`src/hdl/res_edge_defines.svh`:
```
// register indices, field positions, reset values and timing figures of the
// resonant edge-timing block; included by the design modules and by the test bench
`ifndef RES_EDGE_DEFINES_SVH
`define RES_EDGE_DEFINES_SVH

// ----------------------------------------------------------------------
// register indices (byte address is four times the index)
// ----------------------------------------------------------------------
`define IDX_FOURTH_RISE 8'h4D
`define IDX_FOURTH_FALL 8'h4F
`define IDX_RECT1_RISE  8'h51
`define IDX_CONTROL     8'h60
`define IDX_STATUS      8'h61

// ----------------------------------------------------------------------
// fields and reset values
// ----------------------------------------------------------------------
`define CTRL_RESONANT_BIT 0
`define STAT_FOURTH_BIT   0
`define STAT_RECT1_BIT    1
`define STAT_RESONANT_BIT 2
`define DELAY_RESET       8'h00
`define LEAD_SELECT_BIT   7

// ----------------------------------------------------------------------
// timing
// ----------------------------------------------------------------------
`define CLK_PERIOD_NS 20'h00008
`define STEP_NS       20'h00005
`define LEAD_MAX_NS   20'h00280

`endif

```
`src/hdl/res_edge_pkg.sv`:
```
// types shared by the resonant edge-timing modules
// assumes res_edge_defines.svh on the include path
package res_edge_pkg;

  localparam int NS_W = 20;

  typedef logic [NS_W-1:0] ns_t;

  typedef struct packed {
    ns_t  elapsed;
    logic running;
  } timer_state_t;

  typedef struct packed {
    logic [7:0] riseReg;
    logic [7:0] fallReg;
    logic [7:0] rectReg;
    logic       resonant;
    logic [7:0] riseShadow;
    logic [7:0] fallShadow;
    logic [7:0] rectShadow;
    logic       fourthOut;
    logic       rect1Out;
    logic       senseQ;
    logic [2:0] reachedQ;
    logic       waitQ;
    logic [7:0] readData;
  } edge_state_t;

endpackage

```
`src/hdl/edge_timer_if.sv`:
```
// start/target/reached bundle between the edge block and its delay timers
// assumes one clock shared by both ends
`timescale 1ns/100ps
interface edge_timer_if;
  logic             start;
  res_edge_pkg::ns_t targetNs;
  logic             reached;

  modport timer (input start, input targetNs, output reached);
  modport user  (output start, output targetNs, input reached);
endinterface

```
`src/hdl/edge_delay_timer.sv`:
```
// elapsed-time counter in ns that raises reached once target is met
// assumes start is a one-cycle pulse in the clk_sys domain
`timescale 1ns/100ps
`include "res_edge_defines.svh"
module edge_delay_timer (
  input wire logic   clk_sys,
  input wire logic   srst,
  edge_timer_if.timer tmr
);

  res_edge_pkg::timer_state_t s_q;
  res_edge_pkg::timer_state_t s_d;

  // ----------------------------------------------------------------------
  // counting
  // ----------------------------------------------------------------------
  // elapsed saturates so a missing restart never wraps into a false edge
  always_comb begin
    s_d = s_q;
    if (tmr.start) begin
      s_d.elapsed = '0;
      s_d.running = 1'b1;
    end else if (s_q.running && !(&s_q.elapsed[res_edge_pkg::NS_W-1:4])) begin
      s_d.elapsed = s_q.elapsed + `CLK_PERIOD_NS;
    end
  end

  always_ff @(posedge clk_sys) begin
    if (srst) begin
      s_q <= '0;
    end else begin
      s_q <= s_d;
    end
  end

  // least time rounds up: first sample with elapsed at or past the target
  assign tmr.reached = s_q.running && (s_q.elapsed >= tmr.targetNs);
endmodule

```
`src/hdl/resonant_edge_timing.sv`:
```
// edge placement for the fourth primary output and first rectifier output
// assumes a timebase giving a cycle-start pulse and the half period in clocks,
// and a line sense level synchronous to clk_sys
//
// Design decision made here: the Avalon-MM interface to the registers.
`timescale 1ns/100ps
`include "res_edge_defines.svh"

// Overview of operation
// (RULE1) rise code 0x00-0x7F trails midpoint, 5 ns steps
// (RULE2) rise code 0x80 leads midpoint by 640 ns
// (RULE3) higher lead codes shrink lead 5 ns each
// (RULE4) fall delayed from cycle end, code times 5 ns
// (RULE5) rectifier rise delayed from line sense rise
// (RULE6) edge timing acts only in resonant mode
// (RULE7) new settings taken at next cycle boundary
module resonant_edge_timing (
  input  wire logic        clk_sys,
  input  wire logic        srst,
  input  wire logic [9:0]  address,
  input  wire logic        read,
  input  wire logic        write,
  input  wire logic [31:0] writedata,
  input  wire logic [3:0]  byteenable,
  output logic      [31:0] readdata,
  output logic             waitrequest,
  input  wire logic        cycleStart,
  input  wire logic [15:0] halfPeriod,
  input  wire logic        lineSenseSignal,
  output logic             fourthPrimaryOutput,
  output logic             firstRectifierOutput
);

  localparam int FALL_T = 0;
  localparam int RISE_T = 1;
  localparam int RECT_T = 2;

  res_edge_pkg::edge_state_t s_q;
  res_edge_pkg::edge_state_t s_d;
  res_edge_pkg::ns_t         midNs;
  res_edge_pkg::ns_t         trailNs;
  res_edge_pkg::ns_t         leadNs;
  res_edge_pkg::ns_t         riseTargetNs;
  logic [7:0]                regIndex;
  logic                      request;
  logic [2:0]                reached;
  logic [2:0]                hit;
  logic                      senseRise;

  edge_timer_if tmr[3] ();

  // ----------------------------------------------------------------------
  // delay timers
  // ----------------------------------------------------------------------
  generate
    for (genvar i = 0; i < 3; i++) begin : g_tmr
      edge_delay_timer u_timer (
        .clk_sys (clk_sys),
        .srst    (srst),
        .tmr     (tmr[i])
      );
      assign reached[i] = tmr[i].reached;
      assign hit[i]     = tmr[i].reached && !s_q.reachedQ[i];
    end
  endgenerate

  assign senseRise = lineSenseSignal && !s_q.senseQ;

  // ----------------------------------------------------------------------
  // edge targets in ns from the relevant reference
  // ----------------------------------------------------------------------
  assign midNs   = res_edge_pkg::NS_W'(32'(halfPeriod) * 32'(`CLK_PERIOD_NS));
  assign trailNs = res_edge_pkg::NS_W'(32'(s_q.riseShadow[6:0]) * 32'(`STEP_NS));
  // lead shrinks from 640 ns at the lowest lead code to 5 ns at the highest
  assign leadNs  = `LEAD_MAX_NS - trailNs; // see RULE2 see RULE3

  always_comb begin
    if (!s_q.riseShadow[`LEAD_SELECT_BIT]) begin
      riseTargetNs = midNs + trailNs; // see RULE1
    end else if (midNs > leadNs) begin
      riseTargetNs = midNs - leadNs; // see RULE2 see RULE3
    end else begin
      // a lead longer than half a cycle is clipped to the cycle start
      riseTargetNs = '0;
    end
  end

  assign tmr[FALL_T].start    = cycleStart;
  assign tmr[FALL_T].targetNs =
    res_edge_pkg::NS_W'(32'(s_q.fallShadow) * 32'(`STEP_NS)); // see RULE4
  assign tmr[RISE_T].start    = cycleStart;
  assign tmr[RISE_T].targetNs = riseTargetNs;
  assign tmr[RECT_T].start    = senseRise;
  assign tmr[RECT_T].targetNs =
    res_edge_pkg::NS_W'(32'(s_q.rectShadow) * 32'(`STEP_NS)); // see RULE5

  // ----------------------------------------------------------------------
  // register bus
  // ----------------------------------------------------------------------
  assign regIndex = address[9:2];
  assign request  = read || write;

  // ----------------------------------------------------------------------
  // next state
  // ----------------------------------------------------------------------
  always_comb begin
    s_d          = s_q;
    s_d.senseQ   = lineSenseSignal;
    // a restart clears the edge memory: a timer left past its target by the
    // previous cycle would otherwise hide the edge of a zero delay
    s_d.reachedQ[FALL_T] = reached[FALL_T] && !cycleStart;
    s_d.reachedQ[RISE_T] = reached[RISE_T] && !cycleStart;
    s_d.reachedQ[RECT_T] = reached[RECT_T] && !senseRise;
    // one wait cycle per access keeps read data coming from a flop
    s_d.waitQ    = !(request && s_q.waitQ);

    if (request && s_q.waitQ) begin
      unique case (regIndex)
        `IDX_FOURTH_RISE: s_d.readData = s_q.riseReg;
        `IDX_FOURTH_FALL: s_d.readData = s_q.fallReg;
        `IDX_RECT1_RISE:  s_d.readData = s_q.rectReg;
        `IDX_CONTROL:     s_d.readData = {7'h00, s_q.resonant};
        `IDX_STATUS:      s_d.readData = {5'h00, s_q.resonant, s_q.rect1Out, s_q.fourthOut};
        default:          s_d.readData = 8'h00;
      endcase
    end

    if (write && !s_q.waitQ && byteenable[0]) begin
      unique case (regIndex)
        `IDX_FOURTH_RISE: s_d.riseReg  = writedata[7:0];
        `IDX_FOURTH_FALL: s_d.fallReg  = writedata[7:0];
        `IDX_RECT1_RISE:  s_d.rectReg  = writedata[7:0];
        `IDX_CONTROL:     s_d.resonant = writedata[`CTRL_RESONANT_BIT];
        default:          s_d.resonant = s_q.resonant;
      endcase
    end

    // shadows swap only at a cycle boundary so no pulse mixes old and new
    if (cycleStart) begin
      s_d.riseShadow = s_q.riseReg; // see RULE7
      s_d.fallShadow = s_q.fallReg; // see RULE7
      s_d.rectShadow = s_q.rectReg; // see RULE7
    end

    // fall wins over rise when both land on one clock
    if (hit[RISE_T]) begin
      s_d.fourthOut = 1'b1; // see RULE1
    end
    if (hit[FALL_T]) begin
      s_d.fourthOut = 1'b0; // see RULE4
    end
    if (hit[RECT_T] && lineSenseSignal) begin
      s_d.rect1Out = 1'b1; // see RULE5
    end
    if (!lineSenseSignal) begin
      s_d.rect1Out = 1'b0;
    end
    if (!s_q.resonant) begin
      s_d.fourthOut = 1'b0; // see RULE6
      s_d.rect1Out  = 1'b0; // see RULE6
    end
  end

  always_ff @(posedge clk_sys) begin
    if (srst) begin
      s_q            <= '0;
      s_q.riseReg    <= `DELAY_RESET;
      s_q.fallReg    <= `DELAY_RESET;
      s_q.rectReg    <= `DELAY_RESET;
      s_q.riseShadow <= `DELAY_RESET;
      s_q.fallShadow <= `DELAY_RESET;
      s_q.rectShadow <= `DELAY_RESET;
      s_q.waitQ      <= 1'b1;
    end else begin
      s_q <= s_d;
    end
  end

  assign readdata             = {24'h000000, s_q.readData};
  assign waitrequest          = s_q.waitQ;
  assign fourthPrimaryOutput  = s_q.fourthOut;
  assign firstRectifierOutput = s_q.rect1Out;
endmodule

```
`config.mk`:
```
export PLATFORM = sky130hd
export DESIGN_NAME = resonant_edge_timing
export DESIGN_NICKNAME = d
export VERILOG_FILES = /design/src/hdl/res_edge_pkg.sv /design/src/hdl/edge_timer_if.sv /design/src/hdl/edge_delay_timer.sv /design/src/hdl/resonant_edge_timing.sv
export VERILOG_INCLUDE_DIRS = /design/src /design/src/hdl
export SDC_FILE = /design/constraint.sdc
export NUM_CORES = 1
export LEC_CHECK = 0
export BUFFER_PORTS_ARGS = -buffer_cell sky130_fd_sc_hd__buf_2
export CAP_MARGIN = 20
export CORE_MARGIN = 10
export CORE_UTILIZATION = 35
export CTS_CLUSTER_DIAMETER = 40
export DETAILED_ROUTE_END_ITERATION = 7
export MAX_ROUTING_LAYER = met4
export PLACE_DENSITY_LB_ADDON = 0.12
export SLEW_MARGIN = 10
export SYNTH_ARGS = -nofsm -noshare
export SYNTH_HDL_FRONTEND = slang
export SYNTH_SLANG_ARGS = --single-unit
```
`constraint.sdc`:
```
create_clock -name clk_sys -period 7.64 [get_ports clk_sys]
set_input_delay 0 -clock clk_sys [delete_from_list [all_inputs] [get_ports clk_sys]]
set_output_delay 0 -clock clk_sys [all_outputs]
set_load 0.1 [all_outputs]
```
==> impl_summary.txt <==
----------------------------------------------------
[Place]
  DP Worst Slack ... 1.02 ns
  Detailed placer's ending HPWL ... 15,300 um
  Final estimated routing congestion in global placement ... 0.867
  Port Buffers ... 49

[Logic synthesis]
  Count of yosys warnings during synthesis ... 0
  Multiplexer share of the synthesized area ... 0.0772
  Synthesized-area fraction occupied by ao, oa, aoi and oai cells ... 0.146
  Synth Flop Type ... sky130_fd_sc_hd__dfxtp_1
  Average cell area after synthesis ... 8.52 sq um
  Number of enable flip-flop cells after synthesis ... 0
  Xor/xnor cell area share of the yosys netlist ... 0.0868
  Register bit count reported by yosys ... 117
  Number of library cell types mapped by synthesis ... 67
  Area fraction in and, or, nand and nor cells after synthesis ... 0.195
  Register area share after synthesis ... 0.283
  Largest family of logic cells by synthesized area ... simple AND/OR/NAND/NOR gates
  Cell area after synthesis ... 8280 sq um
  Instance count of the mapped netlist ... 972
  Fraction of synthesis flops using an asynchronous set or reset pin ... 0
  Post-synthesis adder-cell area fraction ... 0.153

[Critical path]
  CP arrival ... 6.90 ns
  Capturing point of the worst reg2reg path ... fourthPrimaryOutput
  Gate family responsible for the most delay along the worst path ... compound AO/OA/AOI/OAI gates
  Setup slack, reg-to-reg ... 1.06 ns
  Most prevalent standard cell on the critical path ... sky130_fd_sc_hd__ha_1
  Required time of the critical path ... 7.96 ns
  Slowest stage cell, crit path ... sky130_fd_sc_hd__ha_1
  Startpoint type of the worst setup path ... register
  Critical path cell sequence ... ha_1, ha_1, fa_1, a21o_1, a21oi_1, xnor2_1, o41ai_1, a21boi_0, inv_1, ha_1, nand3_1, nor3_1, a211oi_2, a21boi_1, o21a_4, and2_1, a32oi_1, ha_1, nand4_1, nor4_1, nand4_1, o221a_4, a221oi_2
  WP buf/inv ... 1
  Delay contributed by the slowest stage of the critical path ... 0.49 ns
  Nature of the critical path endpoint ... register
  Biggest fanout along the worst timing path ... 11
  Reg-to-Reg Start ... s_q[32]
  Crit path kind ... register to register
  Number of cells traversed by the worst register-to-register path ... 23

[Timing]
  Setup slack of the critical path after layout ... 1.06 ns
  Final Critical Period ... 6.58 ns
  Max Freq ... 0.152 GHz
  Share of the clock period used by the worst path ... 0.861
  Slew HR ... 0.363
  Slew Limit Fails ... 0
  Slew @ Worst Pin ... 0.951 ns
  RSZ-0062 raised after global routing ... no
  Post-route clock skew ... 0.0122 ns
  Final setup viols ... 0
  Final Hold Viols ... 0
  Final sum of negative setup slack ... 0 ns

[Global routing]
  Initial antenna violation count ... 0
  Met1 global-route usage ... 0.186
  Most heavily used metal layer in global routing ... met2
  Global-route wire length before repair ... 33,800 um
  GR Util met3 ... 0.0283
  Met2 layer usage reported by global route ... 0.204
  Global-route usage over all layers ... 0.137
  Pin count of the biggest net entering global routing ... 66
  Vias in the first global route ... 6,573
  Total grt overflow ... 0

[Drt]
  Number of nets with antenna violations after detailed routing ... 0
  DRC violations left ... 0
  Routed via count divided by cell count ... 4.97
  Routed len/inst ... 14.8 um
  DRT iter0 DRCs ... 319
  Drt pass-1 iters ... 5
  Vias after detailed routing ... 6,699
  Wirelength, routed ... 19,900 um

[CTS]
  Number of setup buffers added after CTS ... 0
  Clock tree from TritonCTS ... yes
  Reg clk slew, reported paths ... 0.06 ns
  Latest clock arrival within the worst-skew pair ... 0.41 ns
  Root buf cell ... sky130_fd_sc_hd__clkbuf_16
  Clock Path Buffers ... 2
  Maximum level of the CTS H-tree ... 4
  Number of buffers inserted during clock tree synthesis ... 17
  Sink count of the clock tree ... 117

[Floorplanning]
  Initial Utilization ... 0.354
  # IOs ... 103
  Area of the core region ... 23,400 sq um
  Horizontal die dimension ... 174 um
  Die span in y ... 174 um
  Std cell rows ... 56
  Die Area ... 30,200 sq um

[Pwr]
  Sw Share ... 0.290
  Relative contribution of sequential cells to total power ... 0.380
  Logic gate share of total power ... 0.121
  Highest ir drop seen on vdd ... 141 uV
  Power per cell area ... 174 nW/um^2
  Static leakage power ... 4.09 nW
  Internal power summed over all cells ... 1.16 mW
  Net switching power ... 473 uW
  Clock power share ... 0.499

[Hold path]
  End point of the most critical hold path ... s_q[39]
  Hold Startpoint ... address[2]
  Hold-critical path depth ... 5
  Class of the worst hold path ... primary input to register

[Finish]
  Top library cells by usage in the layout, fill and taps aside ... sky130_fd_sc_hd__nor2_1, sky130_fd_sc_hd__dfxtp_1, sky130_fd_sc_hd__ha_1
  Layout cell share with drive strength beyond 1 ... 0.0961
  Leading cell type in the layout, fill and taps excluded ... sky130_fd_sc_hd__nor2_1
  Synthesis-to-finish area growth ... 13.2%
  Inserted Diodes ... 0
  Layout Nets ... 1,184

[Run status]
  Status ... completed

[Run]
  MaxCap Viol Count ... 0

----------------------------------------------------
-- synth_stat cells (3+ instances only) --
| master | count | area share |
|---|---|---|
| sky130_fd_sc_hd__and3_1 | 16 | 0.012 |
| sky130_fd_sc_hd__mux2i_1 | 56 | 0.068 |
| sky130_fd_sc_hd__o21a_1 | 12 | 0.011 |
| sky130_fd_sc_hd__o21ai_0 | 43 | 0.026 |
| sky130_fd_sc_hd__xnor2_1 | 37 | 0.039 |
| sky130_fd_sc_hd__nand4_1 | 19 | 0.014 |
| sky130_fd_sc_hd__xor2_1 | 45 | 0.048 |
| sky130_fd_sc_hd__nand2b_1 | 3 | 0.0023 |
| sky130_fd_sc_hd__nor4_1 | 5 | 0.0038 |
| sky130_fd_sc_hd__fa_1 | 4 | 0.0097 |
| sky130_fd_sc_hd__and4_1 | 7 | 0.0074 |
| sky130_fd_sc_hd__a211oi_1 | 7 | 0.0063 |
| sky130_fd_sc_hd__nor2_1 | 138 | 0.063 |
| sky130_fd_sc_hd__a21o_1 | 12 | 0.011 |
| sky130_fd_sc_hd__nand2_1 | 50 | 0.023 |
| sky130_fd_sc_hd__nand3_1 | 21 | 0.013 |
| sky130_fd_sc_hd__dfxtp_1 | 117 | 0.28 |
| sky130_fd_sc_hd__clkbuf_1 | 21 | 0.0095 |
| sky130_fd_sc_hd__inv_1 | 40 | 0.018 |
| sky130_fd_sc_hd__nor2b_1 | 12 | 0.0091 |
| sky130_fd_sc_hd__o21bai_1 | 8 | 0.0073 |
| sky130_fd_sc_hd__a32oi_1 | 7 | 0.0074 |
| sky130_fd_sc_hd__a22oi_1 | 8 | 0.0073 |
| sky130_fd_sc_hd__a221oi_1 | 6 | 0.0063 |
| sky130_fd_sc_hd__a21boi_0 | 4 | 0.0036 |
| sky130_fd_sc_hd__and2_1 | 5 | 0.0038 |
| sky130_fd_sc_hd__a21oi_1 | 46 | 0.028 |
| sky130_fd_sc_hd__nor3_1 | 19 | 0.011 |
| sky130_fd_sc_hd__ha_1 | 95 | 0.14 |
| sky130_fd_sc_hd__and3b_1 | 4 | 0.0042 |
| sky130_fd_sc_hd__mux2_2 | 7 | 0.0095 |
| sky130_fd_sc_hd__nand3b_1 | 3 | 0.0027 |
| sky130_fd_sc_hd__or3_1 | 14 | 0.011 |
| sky130_fd_sc_hd__or2_2 | 3 | 0.0023 |
| sky130_fd_sc_hd__a31oi_1 | 8 | 0.0060 |
| sky130_fd_sc_hd__buf_4 | 32 | 0.029 |
-- tightest hold or removal path, cell delays in order --
cell	delay, ns
sky130_fd_sc_hd__buf_2	0.13
sky130_fd_sc_hd__nor2_1	0.06
sky130_fd_sc_hd__nand2_1	0.07
sky130_fd_sc_hd__mux2i_1	0.07
sky130_fd_sc_hd__nor2_1	0.07
-- worst max-delay path by stage --
| stage | start | to | slack, ns | cells past startpoint |
|---|---|---|---|---|
| 4_1_cts | s_q[32] | fourthPrimaryOutput | 0.96 | 23 |
| 5_1_grt | s_q[32] | fourthPrimaryOutput | 0.44 | 24 |
| 3_3_place_gp | s_q[32] | fourthPrimaryOutput | 1.02 | 23 |
| 3_5_place_dp | s_q[32] | fourthPrimaryOutput | 1.02 | 23 |
| 2_1_floorplan | s_q[32] | fourthPrimaryOutput | 2.17 | 24 |
| 6_report | s_q[32] | fourthPrimaryOutput | 1.06 | 23 |
-- per-layer routing --
| metal | wire [um] | share of wire | vias up |
|---|---|---|---|
| met4 | 129 | 0.0065 | 0 |
| li1 | - | - | 3518 |
| met5 | 0 | 0 | - |
| met3 | 594 | 0.030 | 9 |
| met2 | 8850 | 0.44 | 73 |
| met1 | 10300 | 0.52 | 3099 |
-- flip-flops by register name, summed over array words and instances, names as in the netlist --
| signal | flops |
|---|---|
| firstRectifierOutput | 1 |
| fourthPrimaryOutput | 1 |
| g_tmr.u_timer.s_q | 53 |
| readdata | 8 |
| s_q | 53 |
| waitrequest | 1 |
-- timing repair --
| action | CTS | global route |
|---|---|---|
| hold endpoints to repair | 28 | 0 |
| resized for setup | 0 | 0 |
| hold buffers | 9 | 0 |
-- kinds of logic (layout without fill, tap and decap cells) --
| group | count (synthesis) | in the layout |
|---|---|---|
| buffers and inverters | 96 | 131 |
| adders and majority gates | 99 | 99 |
| and+or+nand+nor | 331 | 331 |
| other | 1 | 24 |
| AOI/OAI and AO/OA | 183 | 183 |
| muxes | 63 | 63 |
| DFF | 117 | 117 |
| xor gates and xnor gates | 82 | 82 |
-- cell type report --
class                      instances  area [sq um]
clock inverter                    15           171
multi-input combinational        782          5540
inverter                          40           150
timing repair buffer              59           343
tap                              319           399
clock buffer                      17           425
sequential                       117          2340
fill                            2409         14000
-- power groups by stage --
stage / registers (mW) / logic [mW] / clock network, mW
3_5_place_dp: 0.634 / 0.194 / 0
2_1_floorplan: 0.635 / 0.164 / 0
4_1_cts: 0.620 / 0.198 / 0.832
5_1_grt: 0.621 / 0.215 / 0.861
3_3_place_gp: 0.634 / 0.194 / 0
6_report: 0.620 / 0.198 / 0.813
-- per-stage QoR --
stage          power (mW)  instance area [sq um]  instances   util  hold WS, ns
2_1_floorplan       0.799                   8360        995      -        0.128
3_3_place_gp        0.828                   8680       1308  0.371        0.250
3_5_place_dp        0.828                   8680       1308  0.371        0.258
4_1_cts              1.65                   9370       1349  0.400       0.0134
5_1_grt              1.70                   9370       1349  0.400       0.0622
6_report             1.63                   9370       1349  0.400       0.0248
Note: power is estimated with default switching activity, not from simulation.
